[config.mk]
export PLATFORM = sky130hd
export DESIGN_NAME = psc_top
export DESIGN_NICKNAME = d
export VERILOG_FILES = /design/src/rtl/psc_pkg.sv /design/src/rtl/psc_chan.sv /design/src/rtl/psc_top.sv
export SDC_FILE = /design/constraint.sdc
export NUM_CORES = 1
export LEC_CHECK = 0
export ABC_AREA = 1
export BUFFER_PORTS_ARGS = -buffer_cell sky130_fd_sc_hd__buf_2
export CAP_MARGIN = 20
export CORE_AREA = 4 4 242 244
export CTS_CLUSTER_DIAMETER = 80
export DETAILED_ROUTE_END_ITERATION = 8
export DIE_AREA = 0 0 246 248
export GPL_TIMING_DRIVEN = 0
export MAX_ROUTING_LAYER = met4
export PLACE_DENSITY = 0.58
export SYNTH_ARGS = -nofsm -noshare
export SYNTH_HDL_FRONTEND = slang
export SYNTH_SLANG_ARGS = --single-unit
[constraint.sdc]
create_clock -name SYS_CLK -period 6.2 [get_ports SYS_CLK]
set_input_delay 0.31 -clock SYS_CLK [delete_from_list [all_inputs] [get_ports SYS_CLK]]
set_output_delay 0.31 -clock SYS_CLK [all_outputs]
set_load 0.02 [all_outputs]
[src/rtl/psc_pkg.sv]
// constants, types and helper functions of the pwm output stage configuration block
package psc_pkg;

  // clock and time units
  localparam int CLK_FREQ_HZ      = 10_000_000;           // system clock rate
  localparam int TENTH_MS_PER_SEC = 10_000;               // ramp table unit is 0.1 ms
  localparam int CYC_PER_TENTH_MS = CLK_FREQ_HZ / TENTH_MS_PER_SEC;

  // register indices; byte address is four times the index
  localparam logic [5:0] IDX_SYS_CTRL    = 6'h05;
  localparam logic [5:0] IDX_PULSE_LIMIT = 6'h10;
  localparam logic [5:0] IDX_CHAN1_DELAY = 6'h11;
  localparam logic [5:0] IDX_CHAN6_DELAY = 6'h16;
  localparam logic [5:0] IDX_OFFSET      = 6'h17;
  localparam logic [5:0] IDX_OFF_GROUP   = 6'h19;
  localparam logic [5:0] IDX_RAMP        = 6'h1a;
  localparam logic [5:0] IDX_STATUS      = 6'h1f;

  // channel count and field layout
  localparam int NUM_CHAN          = 6;
  localparam int SYS_SHUTDOWN_BIT  = 6;
  localparam int SYS_ALLCH_BIT     = 5;
  localparam int STAGE_SE_BIT      = 7;
  localparam int STATUS_BUSY_BIT   = 7;
  localparam logic [7:0] GROUP_MASK = 8'h3f;
  localparam logic [7:0] DELAY_MASK = 8'hfc;
  localparam logic [7:0] LIMIT_MASK = 8'h07;
  localparam logic [7:0] RAMP_MASK  = 8'h9f;

  // reset values
  localparam logic [7:0]  RST_SYS_CTRL    = 8'h40;
  localparam logic [7:0]  RST_PULSE_LIMIT = 8'h00;
  localparam logic [47:0] RST_DELAY_ALL   = {8'h00, 8'h00, 8'h00, 8'h1c, 8'h34, 8'h4c};
  localparam logic [7:0]  RST_OFFSET      = 8'h00;
  localparam logic [7:0]  RST_OFF_GROUP   = 8'h30;
  localparam logic [7:0]  RST_RAMP        = 8'h00;

  // pwm frame is 256 modulator clocks, half of it for 50% duty
  localparam int         PHASE_W   = 8;
  localparam logic [7:0] HALF_DUTY = 8'h80;

  // sequencer states, gray along idle -> ramp -> idle
  typedef enum logic [1:0] {
    PSC_IDLE = 2'b00,
    PSC_RAMP = 2'b01
  } psc_seq_t;

  // minimum pulse width for a limit code, 2(n+1) modulator clocks
  function automatic logic [7:0] min_width(input logic [2:0] code);
    min_width = {4'h0, ({1'b0, code} + 4'h1)} << 1;
  endfunction

  // ramp length in tenths of a millisecond
  function automatic logic [17:0] ramp_tenths(input logic [4:0] code);
    case (code)
      5'h08:   ramp_tenths = 18'd165;
      5'h09:   ramp_tenths = 18'd239;
      5'h0a:   ramp_tenths = 18'd314;
      5'h0b:   ramp_tenths = 18'd404;
      5'h0c:   ramp_tenths = 18'd539;
      5'h0d:   ramp_tenths = 18'd703;
      5'h0e:   ramp_tenths = 18'd942;
      5'h0f:   ramp_tenths = 18'd1257;
      5'h10:   ramp_tenths = 18'd1646;
      5'h11:   ramp_tenths = 18'd2394;
      5'h12:   ramp_tenths = 18'd3142;
      5'h13:   ramp_tenths = 18'd4039;
      5'h14:   ramp_tenths = 18'd5386;
      5'h15:   ramp_tenths = 18'd7031;
      5'h16:   ramp_tenths = 18'd9425;
      5'h17:   ramp_tenths = 18'd12566;
      5'h18:   ramp_tenths = 18'd17281;
      5'h19:   ramp_tenths = 18'd25136;
      5'h1a:   ramp_tenths = 18'd32991;
      5'h1b:   ramp_tenths = 18'd42417;
      5'h1c:   ramp_tenths = 18'd56556;
      5'h1d:   ramp_tenths = 18'd73837;
      5'h1e:   ramp_tenths = 18'd98973;
      5'h1f:   ramp_tenths = 18'd131964;
      default: ramp_tenths = 18'd0;
    endcase
  endfunction

endpackage

[src/rtl/psc_chan.sv]
// one pwm channel: offset and delay shift, pulse limit clamp, 50% ramp and off
`timescale 1ns/1ps
module psc_chan (
  input  wire logic       clk,
  input  wire logic       rst,
  input  wire logic       mod_en,      // modulator clock enable
  input  wire logic [7:0] phase,       // shared frame counter
  input  wire logic [7:0] duty,        // requested high time
  input  wire logic [2:0] limit_code,  // pulse limit code
  input  wire logic [5:0] delay,       // signed delay, units of four clocks
  input  wire logic [7:0] offset,      // global offset
  input  wire logic       active,      // channel modulating
  input  wire logic       ramping,     // channel in 50% period
  output logic            pwm_q        // registered pwm level
);

  wire logic [7:0] minw;       // shortest allowed pulse
  wire logic [7:0] maxw;       // longest allowed pulse
  wire logic [7:0] duty_lim;   // clamped duty
  wire logic [7:0] shift;      // total edge shift, wraps in frame
  wire logic [7:0] local_ph;   // phase seen by this channel
  wire logic       level_nxt;  // next pwm level

  assign minw     = psc_pkg::min_width(limit_code);
  assign maxw     = 8'(9'h100 - {1'b0, minw});
  assign duty_lim = (duty < minw) ? minw : ((duty > maxw) ? maxw : duty);
  // signed delay times four wraps mod 256, same as shifting the edge
  assign shift    = offset + {delay, 2'b00};
  assign local_ph = phase - shift;
  // ramp wins over modulation so a start with a soft period never jumps straight to audio
  assign level_nxt = ramping ? (local_ph < psc_pkg::HALF_DUTY) :
                     (active ? (local_ph < duty_lim) : 1'b0);

  // output flop, updated on modulator clocks only
  always_ff @(posedge clk or posedge rst) begin
    if (rst) begin
      pwm_q <= 1'b0;
    end else if (mod_en) begin
      pwm_q <= level_nxt;
    end
  end

  a_off_low: assert property (@(posedge clk) disable iff (rst)
    (mod_en && !active && !ramping) |=> !pwm_q) else $error("idle channel drives high");
  a_ramp_high: assert property (@(posedge clk) disable iff (rst)
    (mod_en && ramping && local_ph == 8'h00) |=> pwm_q) else $error("ramp not high at frame start");
  a_ramp_low: assert property (@(posedge clk) disable iff (rst)
    (mod_en && ramping && local_ph == psc_pkg::HALF_DUTY) |=> !pwm_q) else $error("ramp not half duty");
  a_min_width: assert property (@(posedge clk) disable iff (rst)
    (mod_en && active && !ramping && local_ph < minw) |=> pwm_q) else $error("pulse shorter than limit");

endmodule // psc_chan

[src/rtl/psc_top.sv]
// apb register file, start/stop sequencer and six pwm channels
`timescale 1ns/1ps
module psc_top #(
  parameter int MOD_DIV       = 1,                          // system clocks per modulator clock
  parameter int RAMP_UNIT_CYC = psc_pkg::CYC_PER_TENTH_MS   // clocks per 0.1 ms of ramp
) (
  input  wire logic        SYS_CLK,
  input  wire logic        SYS_RST,
  input  wire logic        PSEL,
  input  wire logic        PENABLE,
  input  wire logic        PWRITE,
  input  wire logic [7:0]  PADDR,
  input  wire logic [31:0] PWDATA,
  output logic [31:0]      PRDATA,
  output logic             PREADY,
  output logic             PSLVERR,
  input  wire logic [47:0] CH_DUTY,
  output logic [5:0]       PWM_OUT,
  output logic             STAGE_SE
);

  // register storage
  logic [7:0]  sys_ctrl_r;    // shutdown and all-channels bits
  logic [7:0]  limit_r;       // pulse limit code
  logic [47:0] delay_r;       // six delay registers, channel 1 lowest
  logic [7:0]  offset_r;      // global offset
  logic [7:0]  group_r;       // channel off group
  logic [7:0]  ramp_r;        // ramp code and stage select

  // apb state
  logic [31:0] rdata_r;       // read data latched in setup
  logic        err_r;         // error answer latched in setup

  // sequencer state
  psc_pkg::psc_seq_t seq_r;   // idle or ramping
  psc_pkg::psc_seq_t seq_nxt; // next sequencer state
  logic [5:0]  act_r;         // channels modulating
  logic [5:0]  act_nxt;
  logic [5:0]  tgt_r;         // channel set after the ramp
  logic [5:0]  tgt_nxt;
  logic [5:0]  rmask_r;       // channels in 50% period
  logic [5:0]  rmask_nxt;
  logic [31:0] timer_r;       // ramp cycle counter
  logic [31:0] timer_nxt;
  logic [31:0] len_r;         // ramp length latched at start
  logic [31:0] len_nxt;

  // modulator clock divider and frame counter
  logic [15:0] div_r;         // divider count
  logic        mod_en;        // one-cycle modulator tick
  logic [7:0]  phase_r;       // frame counter
  logic        stage_r;       // registered stage select

  // apb decode
  wire logic [5:0]  idx;        // word index of access
  wire logic        aligned;    // low address bits zero
  wire logic        hit_delay;  // index lands on a delay register
  wire logic [2:0]  dch;        // delay channel number
  wire logic        mapped;     // address decodes to a register
  wire logic        setup;      // setup phase of a transfer
  wire logic        access_wr;  // write takes effect this edge
  wire logic [7:0]  wbyte;      // low write byte
  wire logic [7:0]  rd_byte;    // read mux output

  assign idx       = PADDR[7:2];
  assign aligned   = (PADDR[1:0] == 2'b00);
  assign hit_delay = (idx >= psc_pkg::IDX_CHAN1_DELAY) && (idx <= psc_pkg::IDX_CHAN6_DELAY);
  assign dch       = 3'(idx - psc_pkg::IDX_CHAN1_DELAY);
  assign mapped    = aligned && (hit_delay || idx == psc_pkg::IDX_SYS_CTRL ||
                     idx == psc_pkg::IDX_PULSE_LIMIT || idx == psc_pkg::IDX_OFFSET ||
                     idx == psc_pkg::IDX_OFF_GROUP || idx == psc_pkg::IDX_RAMP ||
                     idx == psc_pkg::IDX_STATUS);
  assign setup     = PSEL && !PENABLE;
  assign access_wr = PSEL && PENABLE && PWRITE && mapped;
  assign wbyte     = PWDATA[7:0];

  // read mux; status shows live sequencer state
  assign rd_byte = !aligned ? 8'h00 :
                   hit_delay ? delay_r[dch*8 +: 8] :
                   (idx == psc_pkg::IDX_SYS_CTRL)    ? sys_ctrl_r :
                   (idx == psc_pkg::IDX_PULSE_LIMIT) ? limit_r :
                   (idx == psc_pkg::IDX_OFFSET)      ? offset_r :
                   (idx == psc_pkg::IDX_OFF_GROUP)   ? group_r :
                   (idx == psc_pkg::IDX_RAMP)        ? ramp_r :
                   (idx == psc_pkg::IDX_STATUS)      ? {(seq_r == psc_pkg::PSC_RAMP), 1'b0, act_r} :
                   8'h00;

  // zero wait state: access phase always completes
  assign PREADY  = PSEL && PENABLE;
  assign PRDATA  = rdata_r;
  assign PSLVERR = err_r && PSEL && PENABLE;

  // read data and error latched during setup so outputs come from flops
  always_ff @(posedge SYS_CLK or posedge SYS_RST) begin
    if (SYS_RST) begin
      rdata_r <= 32'h0000_0000;
      err_r   <= 1'b0;
    end else if (setup) begin
      rdata_r <= {24'h00_0000, rd_byte};
      err_r   <= !mapped;
    end
  end

  // control registers; reserved bits forced to zero on write, except in the system control register
  always_ff @(posedge SYS_CLK or posedge SYS_RST) begin
    if (SYS_RST) begin
      sys_ctrl_r <= psc_pkg::RST_SYS_CTRL;
      limit_r    <= psc_pkg::RST_PULSE_LIMIT;
      delay_r    <= psc_pkg::RST_DELAY_ALL;
      offset_r   <= psc_pkg::RST_OFFSET;
      group_r    <= psc_pkg::RST_OFF_GROUP;
      ramp_r     <= psc_pkg::RST_RAMP;
    end else if (access_wr) begin
      if (idx == psc_pkg::IDX_SYS_CTRL) sys_ctrl_r <= wbyte;
      if (idx == psc_pkg::IDX_PULSE_LIMIT) limit_r <= wbyte & psc_pkg::LIMIT_MASK;
      if (hit_delay) delay_r[dch*8 +: 8] <= wbyte & psc_pkg::DELAY_MASK;
      if (idx == psc_pkg::IDX_OFFSET) offset_r <= wbyte;
      if (idx == psc_pkg::IDX_OFF_GROUP) group_r <= wbyte & psc_pkg::GROUP_MASK;
      if (idx == psc_pkg::IDX_RAMP) ramp_r <= wbyte & psc_pkg::RAMP_MASK;
    end
  end

  // modulator clock divider; every limit, delay and offset count uses this tick
  assign mod_en = (div_r == 16'(MOD_DIV - 1));

  always_ff @(posedge SYS_CLK or posedge SYS_RST) begin
    if (SYS_RST) begin
      div_r   <= 16'h0000;
      phase_r <= 8'h00;
    end else if (mod_en) begin
      div_r   <= 16'h0000;
      phase_r <= phase_r + 8'h01;
    end else begin
      div_r   <= div_r + 16'h0001;
    end
  end

  // stage select follows the register
  always_ff @(posedge SYS_CLK or posedge SYS_RST) begin
    if (SYS_RST) begin
      stage_r <= 1'b0;
    end else begin
      stage_r <= ramp_r[psc_pkg::STAGE_SE_BIT];
    end
  end
  assign STAGE_SE = stage_r;

  // wanted channel set from shutdown, all-channels and group bits
  wire logic       shutdown;   // outputs held off
  wire logic       allch;      // every channel runs unless shutdown is set
  wire logic [5:0] want;       // channels that should modulate
  wire logic [31:0] ramp_len;  // ramp length for current code

  assign shutdown = sys_ctrl_r[psc_pkg::SYS_SHUTDOWN_BIT];
  assign allch    = sys_ctrl_r[psc_pkg::SYS_ALLCH_BIT];
  assign want     = shutdown ? 6'h00 :
                    (allch ? 6'h3f : ~group_r[5:0]);
  // codes with both upper bits low decode to zero length
  assign ramp_len = 32'(psc_pkg::ramp_tenths(ramp_r[4:0])) * 32'(RAMP_UNIT_CYC);

  // sequencer: with a nonzero ramp length, a change of wanted set passes through one 50% period
  always_comb begin
    seq_nxt   = seq_r;
    act_nxt   = act_r;
    tgt_nxt   = tgt_r;
    rmask_nxt = rmask_r;
    timer_nxt = timer_r;
    len_nxt   = len_r;
    case (seq_r)
      psc_pkg::PSC_IDLE: begin
        if (want != act_r) begin
          if (ramp_len == 32'h0000_0000) begin
            // no soft period: switch straight over
            act_nxt = want;
          end else begin
            // both starting and stopping channels get the 50% period
            tgt_nxt   = want;
            rmask_nxt = want ^ act_r;
            act_nxt   = act_r & want;
            timer_nxt = 32'h0000_0000;
            len_nxt   = ramp_len;
            seq_nxt   = psc_pkg::PSC_RAMP;
          end
        end
      end
      psc_pkg::PSC_RAMP: begin
        // length held for the whole ramp, later code writes wait
        if (timer_r >= len_r - 32'h0000_0001) begin
          act_nxt   = tgt_r;
          rmask_nxt = 6'h00;
          seq_nxt   = psc_pkg::PSC_IDLE;
        end else begin
          timer_nxt = timer_r + 32'h0000_0001;
        end
      end
      default: begin
        seq_nxt   = psc_pkg::PSC_IDLE;
        rmask_nxt = 6'h00;
      end
    endcase
  end

  // sequencer flops, everything off after reset
  always_ff @(posedge SYS_CLK or posedge SYS_RST) begin
    if (SYS_RST) begin
      seq_r   <= psc_pkg::PSC_IDLE;
      act_r   <= 6'h00;
      tgt_r   <= 6'h00;
      rmask_r <= 6'h00;
      timer_r <= 32'h0000_0000;
      len_r   <= 32'h0000_0000;
    end else begin
      seq_r   <= seq_nxt;
      act_r   <= act_nxt;
      tgt_r   <= tgt_nxt;
      rmask_r <= rmask_nxt;
      timer_r <= timer_nxt;
      len_r   <= len_nxt;
    end
  end

  // six channel instances
  genvar gi;
  generate
    for (gi = 0; gi < psc_pkg::NUM_CHAN; gi++) begin : g_chan
      psc_chan i_psc_chan (
        .clk        (SYS_CLK),
        .rst        (SYS_RST),
        .mod_en     (mod_en),
        .phase      (phase_r),
        .duty       (CH_DUTY[gi*8 +: 8]),
        .limit_code (limit_r[2:0]),
        .delay      (delay_r[gi*8+2 +: 6]),
        .offset     (offset_r),
        .active     (act_r[gi]),
        .ramping    (rmask_r[gi]),
        .pwm_q      (PWM_OUT[gi])
      );
    end
  endgenerate

  a_ramp_bound: assert property (@(posedge SYS_CLK) disable iff (SYS_RST)
    (seq_r == psc_pkg::PSC_RAMP) |-> (timer_r < len_r)) else $error("ramp counter past length");
  a_ramp_end: assert property (@(posedge SYS_CLK) disable iff (SYS_RST)
    (seq_r == psc_pkg::PSC_RAMP && timer_r == len_r - 32'h0000_0001)
    |=> (seq_r == psc_pkg::PSC_IDLE && act_r == $past(tgt_r) && rmask_r == 6'h00))
    else $error("ramp did not finish on time");
  a_no_ramp: assert property (@(posedge SYS_CLK) disable iff (SYS_RST)
    (seq_r == psc_pkg::PSC_IDLE && want != act_r && ramp_r[4:3] == 2'b00)
    |=> (act_r == $past(want) && rmask_r == 6'h00)) else $error("zero code still ramped");
  a_ramp_start: assert property (@(posedge SYS_CLK) disable iff (SYS_RST)
    (seq_r == psc_pkg::PSC_IDLE && want != act_r && ramp_r[4:3] != 2'b00)
    |=> (rmask_r == ($past(want) ^ $past(act_r)) && seq_r == psc_pkg::PSC_RAMP))
    else $error("wrong channels in soft period");
  a_shut_off: assert property (@(posedge SYS_CLK) disable iff (SYS_RST)
    (shutdown && seq_r == psc_pkg::PSC_IDLE && act_r == 6'h00) |=> (act_r == 6'h00))
    else $error("channel started while shut down");
  a_offset_write: assert property (@(posedge SYS_CLK) disable iff (SYS_RST)
    (access_wr && idx == psc_pkg::IDX_OFFSET) |=> (offset_r == $past(PWDATA[7:0])))
    else $error("offset write lost");
  a_delay_read: assert property (@(posedge SYS_CLK) disable iff (SYS_RST)
    (setup && hit_delay && aligned) |=> (PRDATA[1:0] == 2'b00 && PRDATA[31:8] == 24'h00_0000))
    else $error("delay unused bits not zero");
  a_group_rsvd: assert property (@(posedge SYS_CLK) disable iff (SYS_RST)
    (access_wr && idx == psc_pkg::IDX_OFF_GROUP) |=> (group_r[7:6] == 2'b00 &&
    group_r[5:0] == $past(PWDATA[5:0]))) else $error("group mask write wrong");

endmodule // psc_top

# After elaboration in Yosys (flattened, before gate mapping)
# Memory sizes are Yosys's and may differ from the RTL's.
# Index checks and enable logic that the tools add are counted.
# W data, S select, Z words.
# classes
n_bitwise,4
n_eq_ne,12
n_mux,52
addsub,20
n_lt_le_gt_ge,27
mul,1
shifts,3
reduce_logical,31
# op_table
cell,count
$mux W8,20
$mux W32,3
$pmux W32 S2,1
$add A8 B8 Y8,6
$bwmux W48,1
$gt A8 B8 Y1,6
$lt A8 B5 Y1,6
$lt A8 B8 Y1,6
$lt A8 B8 Y1 const B,6
$mux W6,8
$shift A8 B34 Y48 const A,1
$shiftx A48 B7 Y8,1
$shiftx A8 B34 Y48,1
$sub A8 B8 Y8,6
$neg A6 Y34,1
$add A32 B1 Y32 const B,1
$ge A32 B32 Y1,1
$logic_not A32 Y1,1
$eq A6 B5 Y1 const B,5
$sub A28 B1 Y29 const B,1
$mul A18 B7 Y25 const B,1
$pmux W6 S2,2
$add A16 B1 Y16 const B,1
$logic_not A16 Y1,1
27 further kinds,63
# word_totals
regBits,196
in_bits,93
wordCells,174
output_inout_bits,41
mem_count,1
rom_bits,576
# memory_table
name,words,word_bits,read_ports,rd_ports_with_merged_regs,write_ports,line_no,source
(no name shown),32,18,1,0,0,psc_pkg.sv:55,case (code)

# Longest topological paths before layout
# Gate-level depths: netlist of the first run.
# depth
depth_word,11
ltp_mapped,36
ltp_nobuf,35

# Hierarchy
# Synthesis of the first run repeated with hierarchy kept, for this count alone.
# hier_totals
hier_cells,2888
hier_area_um2,20922.6
# modules_own_cells
mod,cells_each,area_each_um2,n_inst
psc_top,1889,14187.4,1
psc_chan (g_chan[0].i_psc_chan ...),165,1119.8,3
psc_chan (g_chan[4].i_psc_chan ...),168,1126.1,2
psc_chan (g_chan[3].i_psc_chan),168,1123.6,1

# Worst setup path after synthesis of the first run
# No wires, ideal clock.
# synth_timing
kind,reg2reg
from,reg ramp_r[1]
to,reg rmask_r[5]
arrival_time_ps,5578
stages_incl_launch_ff,29
slack_ps,504
period_less_slack_ps,5696
path_cell_list,dfrtp_1 inv_1 ha_1 nor2_1 nor2_1 a211oi_1 ha_1 xor2_1 fa_1 fa_1 fa_1 inv_1 ha_1 nand2_1 inv_1 nand2_1 nand2_1 nand2_1 nand3_1 nand2_1 nand2_1 xor2_1 nor2_2 nand3_4 nand2_4 inv_2 buf_2 nand2_1 nand2_1
# synth_between
elab_chain_cells,5
# synth_lines
item,line_no,source
"start, declared",psc_top.sv:28,logic [7:0] ramp_r;
"start signal, assigned",psc_top.sv:112,ramp_r <= psc_pkg::RST_RAMP;
"start signal, assigned",psc_top.sv:119,if (idx == psc_pkg::IDX_RAMP) ramp_r <= wbyte & psc_pkg::RAMP_MASK;
$mem_v2 Z32 W18,n/a,
$mul A18 B7 Y25,psc_top.sv:159,assign ramp_len = 32'(psc_pkg::ramp_tenths(ramp_r[4:0])) * 32'(RAMP_UNIT_CYC);
$logic_not A32 Y1,psc_top.sv:172,if (ramp_len == 32'h0000_0000) begin
$ne A2 B2 Y1 (no source line),n/a,
$reduce_and A3 Y1 (no source line),n/a,
"end signal, assigned",psc_top.sv:216,rmask_r <= rmask_nxt;
"end, declared",psc_top.sv:41,logic [5:0] rmask_r;
# No other way between the ends.
# A chain may end at the register's enable or synchronous reset.

# Worst setup path after layout of the first run
# layout_timing
from,reg ramp_r[1]
to,reg len_r[10]
# layout_between
elab_chain_cells,5
# layout_lines
item,line_no,source
$mem_v2 Z32 W18 *,n/a,
$mul A18 B7 Y25 *,psc_top.sv:159,
$logic_not A32 Y1,psc_top.sv:172,
$not A1 Y1 (no source line),n/a,
$reduce_and A3 Y1 (no source line),n/a,
"end signal, assigned",psc_top.sv:218,len_r <= len_nxt;
"end, declared",psc_top.sv:45,logic [31:0] len_r;
# Every way passes the cells marked *; elsewhere a longest branch is shown, timed or not.

==> results_dict.tcl, run 1 <==
set metrics [dict create \
    dp.cells 3555 \
    cpMaxStageDelayCell "fa_1" \
    row_count 87 \
    min_period_ns 5.885 \
    setup_violations 0 \
    rsz0062_at_grt "true" \
    synth_cells 2687 \
    outcome "completed" \
    grt_use_total_pct 18.60 \
    p_leak_nw 11.33 \
    clk_latency_ns 0.49 \
    clkTransAtPathRegs_ns 0.08 \
    drtAntennaViolNets 0 \
    p_sw_share_pct 39.51 \
    synth-simple-area-share_pct 24.31 \
    synth_common_cells "nand2_1, inv_1, ha_1" \
    grt_max_degree 125 \
    rr_worst_depth 28 \
    drtPass1Iterations 5 \
    numPortBuffers 85 \
    tightest_slew_ns 0.9211 \
    netlist_area_um2 19500 \
    synth_adder_area_share_pct 24.56 \
    drive_above_1_share_pct 10.35 \
    hold_path.class "input pin to register" \
    endpoint_kind "register" \
    worstPathRequired_ns 6.58 \
    ys_warn_count 0 \
    final_cell_area_um2 22180 \
    antenna_found_initial 1 \
    ir_drop_uv 236.0 \
    min_path_cells 3 \
    hold_viol 0 \
    synth_edf_count 0 \
    dieArea_um2 61010 \
    overflow 0 \
    r2r_slack_ns 0.32 \
    wl_um 55230 \
    drt-initial-drc-count 1225 \
    total_power_mw 3.943 \
    ys_seq_area_share_pct 23.56 \
    grt_pass1_vias 16320 \
    area_delta_synth_final_pct 13.70 \
    async_flop_share_pct 100.0 \
    setup_ws_ns 0.3152 \
    viasPerCell 4.824 \
    path_common_cell "nand2_1" \
    regToRegStartpoint "ramp_r[1]" \
    synth_ff_type "dfrtp_1" \
    wire_per_inst_um 15.27 \
    synth.area.mux_share_pct 0 \
    hold_start "PWDATA[1]" \
    power.switching_mw 1.558 \
    gp_congestion 0.9393 \
    synth.top_cell.area_share_pct 21.94 \
    instances_no_fill 3618 \
    cp_max_fo 10 \
    startpoint_type "register" \
    num_vias 17450 \
    combinationalPowerShare_pct 35.5 \
    p_int_mw 2.385 \
    die_y_um 248 \
    crit_start "ramp_r[1]" \
    fin_crit_sh_pct 94.92 \
    crit_type "register to register" \
    netlist.top_cell.by_area "dfrtp_1" \
    ys_top_cells_by_area "dfrtp_1, ha_1, nand2_1" \
    dp_slack_ns -0.9260 \
    start_util_pct 34.66 \
    ys_types 57 \
    powerDensity_nw_per_um2 177.8 \
    hpwlAfterDp_um 44090 \
    layout.nets 3271 \
    synth-seq-cells 183 \
    cts_tree "built" \
    dpl-instance-area_um2 21020 \
    clock_skew_ns 0.01333 \
    relSlewSlack_pct 38.39 \
    cts_buffers 17 \
    synth_compound_area_share_pct 12.57 \
    cp.arrival_ns 6.26 \
    slew_violations 0 \
    reg2reg_to "len_r[10]" \
    htree_levels 4 \
    max_freq_mhz 169.9 \
    crit_end "len_r[10]" \
    core_area_um2 56280 \
    synthMostInstantiatedCell "nand2_1" \
    cap_violations 0 \
    clockRootBuffer "clkbuf_16" \
    seqPwrFrac_pct 36.0 \
    holdWs_ns 0.2284 \
    synth_xor_area_share_pct 4.491 \
    grt_pass1_wl_um 87950 \
    synth_top_family_by_area "adder cells" \
    clock_sinks 183 \
    slowest_delay_ns 0.54 \
    drc 0 \
    cts_buffer_depth 2 \
    avgSynthCellArea_um2 7.259 \
    die_x_um 246 \
    fillers 5950 \
    ioPinCount 134 \
    clock_power_share_pct 28.5 \
]
-- logic make-up (layout without fill, tap and decap cells) --
group | count (synthesis) | after routing
compound gates | 435 | 435
xor+xnor | 100 | 100
fa+ha+maj | 330 | 330
buf+inv | 505 | 656
flops | 183 | 183
other cells | 1 | 25
simple gates | 1133 | 1133
-- area by class of cell --
cell class                      count  area [µm²]  area share, %
Antenna cell                        1       2.502        0.01128
Buffer                             76       451.7          2.037
Clock buffer                       18       439.2          1.980
Clock inverter                     14       152.6         0.6884
Inverter                          429        1634          7.369
Multi-Input combinational cell   2022       13240          59.69
Sequential cell                   183        4597          20.73
Tap cell                          756       945.9          4.266
Timing Repair Buffer              119       716.9          3.233
-- how the worst min path moves through the flow --
stage	to	slack, ns
finish	offset_r[1]	0.23
global route	ramp_r[0]	0.24
CTS	ramp_r[1]	0.19
detailed placement	div_r[6]	0.38
global placement	STAGE_SE	0.44
floorplan	STAGE_SE	0.37
-- metrics by stage --
stage | util (%) | TNS (ns)
3_3_place_gp | 37.25 | -329.49
3_5_place_dp | 37.35 | -64.71
6_report | 39.40 | 0
2_1_floorplan | - | 0
5_1_grt | 39.40 | -0.1307
4_1_cts | 38.72 | 0
-- routing by layer --
| metal | part of all wire (%) | global-route usage, % |
|---|---|---|
| met5 | 0 | - |
| met4 | 2.3 | 5.456 |
| met3 | 4.2 | 2.409 |
| met2 | 43 | 27.88 |
| met1 | 50 | 26.37 |
-- worst max-delay path: cells and delay by family (launching register included) --
family          cells  cell delay (ns)
compound gates      1             0.19
xor+xnor            1             0.13
fa+ha+maj           6             2.43
buf+inv             5             0.51
flops               1             0.44
simple gates       15             2.05
-- timing repair --
| item | in CTS | in global routing |
|---|---|---|
| hold endpoints to repair | 59 | 0 |
| cloned | 0 | 0 |
| setup endpoints to repair | 76 | 80 |
| hold buffers | 1 | 0 |
| resized for setup | 27 | 63 |
| pin swaps | 3 | 17 |
| setup buffers | 7 | 22 |
-- flip-flops by register name, summed over array words and instances (netlist names), 8 cells and up --
name	flops
phase_r	8
offset_r	8
len_r	25
PRDATA	8
sys_ctrl_r	8
div_r	16
delay_r	36
timer_r	32
-- power groups by stage --
stage	registers [mW]	logic [mW]	clock network (mW)
after global routing	1.44	1.60	1.20
after floorplan	1.40	1.02	0
after detailed placement	1.44	1.38	0
after CTS	1.42	1.39	1.16
final	1.42	1.40	1.12
after global placement	1.44	1.36	0
-- cell usage in the layout, fill, tap and decap left out, types with 5 or more instances in the layout --
cell type / instances
nor2_2: 16
clkinvlp_4: 5
conb_1: 24
nor2_4: 8
a21oi_1: 140
o21bai_1: 5
o21ai_0: 185
nor4_1: 18
nor3_1: 29
dfrtp_1: 169
buf_4: 65
nand4_1: 38
o211ai_1: 38
nand2_1: 663
o21ai_1: 11
inv_1: 418
dfstp_2: 12
nor2_1: 214
buf_2: 89
and3_1: 5
o21ai_2: 6
xnor2_1: 34
ha_1: 231
nand3_1: 102
nand3b_1: 13
nor3_2: 9
clkbuf_1: 28
xor2_1: 63
inv_8: 5
ha_2: 7
fa_1: 88
o221ai_1: 5
clkbuf_16: 17
Power figures use the tool's default switching activity.
==> run 2: changes to the inputs <==
MAX_ROUTING_LAYER = not set   (was met4)
RECOVER_POWER = 50   (was not set)
==> run 2 against run 1 <==
The run now ends with capacitance limit, slew limit left. Combinational power barely moved. Sequential power barely moved. Fmax fell by 0.72%. Die area did not move. Largest cell class unchanged. Largest power group unchanged. Highest routed layer unchanged.
==> results_dict.tcl, run 2 (same netlist as run 1, synthesis figures left out) <==
set metrics [dict create \
    outcome "complete, but fails checks" \
    violations "capacitance limit, slew limit" \
    grt_pass1_wl_um 88110 \
    slew_violations 60 \
    antenna_found_initial 1 \
    die_x_um 246 \
    die_y_um 248 \
    startpoint_type "register" \
    viasPerCell 4.799 \
    p_leak_nw 11.28 \
    clock_skew_ns 0.01393 \
    crit_type "register to register" \
    area_delta_synth_final_pct 13.97 \
    drt-initial-drc-count 1415 \
    cts_buffer_depth 2 \
    grt_pass1_vias 16370 \
    fin_crit_sh_pct 95.60 \
    fillers 5979 \
    rr_worst_depth 33 \
    drtAntennaViolNets 0 \
    largest-register "delay_r" \
    relSlewSlack_pct -92.02 \
    overflow 0 \
    powerDensity_nw_per_um2 177.3 \
    grt_max_degree 125 \
    largest_reg_flops 36 \
    top_regs "delay_r (36), timer_r (32), len_r (25)" \
    crit_end "len_r[10]" \
    setup_ws_ns 0.2727 \
    crit_start "ramp_r[0]" \
    hpwlAfterDp_um 44110 \
    cpMaxStageDelayCell "fa_1" \
    cts_buffers 17 \
    start_util_pct 34.66 \
    worstPathRequired_ns 6.57 \
    hold_path.class "input pin to register" \
    cts_tree "built" \
    numPortBuffers 85 \
    dp_slack_ns -0.9475 \
    holdWs_ns 0.2512 \
    endpoint_kind "register" \
    drtPass1Iterations 6 \
    reg2reg_to "len_r[10]" \
    dieArea_um2 61010 \
    cap_violations 1 \
    path_common_cell "nand2_1" \
    drive_above_1_share_pct 10.30 \
    final_cell_mix "nand2_1, inv_1, ha_1" \
    row_count 87 \
    clockRootBuffer "clkbuf_16" \
    clk_latency_ns 0.48 \
    regToRegStartpoint "ramp_r[0]" \
    num_vias 17380 \
    slowest_delay_ns 0.52 \
    clock_sinks 183 \
    core_area_um2 56280 \
    layout_commonest_cell "nand2_1" \
    min_period_ns 5.927 \
    ioPinCount 134 \
    cp_max_fo 10 \
    max_freq_mhz 168.7 \
    setup_violations 0 \
    grt_use_total_pct 18.11 \
    cp.arrival_ns 6.30 \
    clkTransAtPathRegs_ns 0.08 \
    tightest_slew_ns 2.865 \
    ir_drop_uv 253.2 \
    wl_um 55460 \
    layout.nets 3274 \
    drc 0 \
    r2r_slack_ns 0.27 \
    htree_levels 4 \
    hold_viol 0 \
    wire_per_inst_um 15.32 \
    gp_congestion 0.9237 \
]
==> run 2: cell types whose count changed in the layout (fill, tap and decap cells not counted), sizes merged <==
cell / previous run / this run
clkbuf: 52 / 67
buf: 160 / 146
clkinv: 7 / 11
nand2: 670 / 671
inv: 431 / 428
==> run 2: metal layers <==
| metal | GRT usage (%) | vias up | share of wire (%) |
|---|---|---|---|
| met5 | 0 | - | 0 |
| met4 | 4.922 | 0 | 2.0 |
| met3 | 2.517 | 72 | 4.0 |
| met2 | 28.52 | 397 | 44 |
| met1 | 26.11 | 7902 | 50 |
| li1 | - | 9005 | - |
==> run 2: worst max-delay path: cells and delay by family (launching register included) <==
family,cells,cell delay [ns]
buffers and inverters,8,0.72
AO/OA/AOI/OAI,1,0.05
flip-flops,1,0.45
adder cells (fa/ha/maj),6,2.62
AND/OR/NAND/NOR,18,2.00
==> run 2: worst min-delay path by stage <==
stage | startpoint | endpoint | slack, ns | depth (start not counted)
floorplan | ramp_r[7] | STAGE_SE | 0.37 | 0
global placement | ramp_r[7] | STAGE_SE | 0.44 | 0
detailed placement | SYS_RST | div_r[5] | 0.39 | 2
CTS | PWDATA[1] | ramp_r[1] | 0.20 | 3
global route | PWDATA[7] | ramp_r[7] | 0.23 | 3
finish | PWDATA[1] | ramp_r[1] | 0.25 | 3
==> run 2: layout make-up <==
type                       count  area (µm²)  share of cell area [%]
multi-input combinational   2023       13280                   59.73
clock buffer                  17       425.4                   1.914
buffer                        76       461.7                   2.077
inverter                     429        1625                   7.312
clock inverter                15       165.2                  0.7430
sequential                   183        4597                   20.68
antenna                        1       2.502                 0.01126
tap                          756       945.9                   4.255
timing repair buffer         121       728.2                   3.276
==> run 2: power by group <==
| part | switching, mW | total, mW | internal, mW |
|---|---|---|---|
| Clock | 0.567 | 1.10 | 0.537 |
| Sequential | 0.116 | 1.42 | 1.31 |
| Combinational | 0.881 | 1.41 | 0.531 |
==> run 2: per-stage QoR <==
| stage | cells | util, % | total power, mW | setup TNS (ns) | instance area (µm²) |
|---|---|---|---|---|---|
| global placement | 3551 | 37.25 | 2.804 | -338.05 | 20960 |
| finish | 3621 | 39.50 | 3.942 | 0 | 22230 |
| detailed placement | 3555 | 37.35 | 2.822 | -65.88 | 21020 |
| global route | 3620 | 39.49 | 4.242 | -0.6272 | 22230 |
| floorplan | 2710 | - | 2.417 | 0 | 19590 |
| CTS | 3597 | 38.75 | 3.958 | 0 | 21810 |
==> run 2: what timing repair did <==
action / in CTS / in global routing
endpoints found under the hold margin: 59 / 0
pin swaps: 4 / 21
hold buffers: 1 / 0
cloned: 0 / 1
resized for setup: 32 / 76
setup buffers: 9 / 22
setup endpoints to repair: 76 / 82
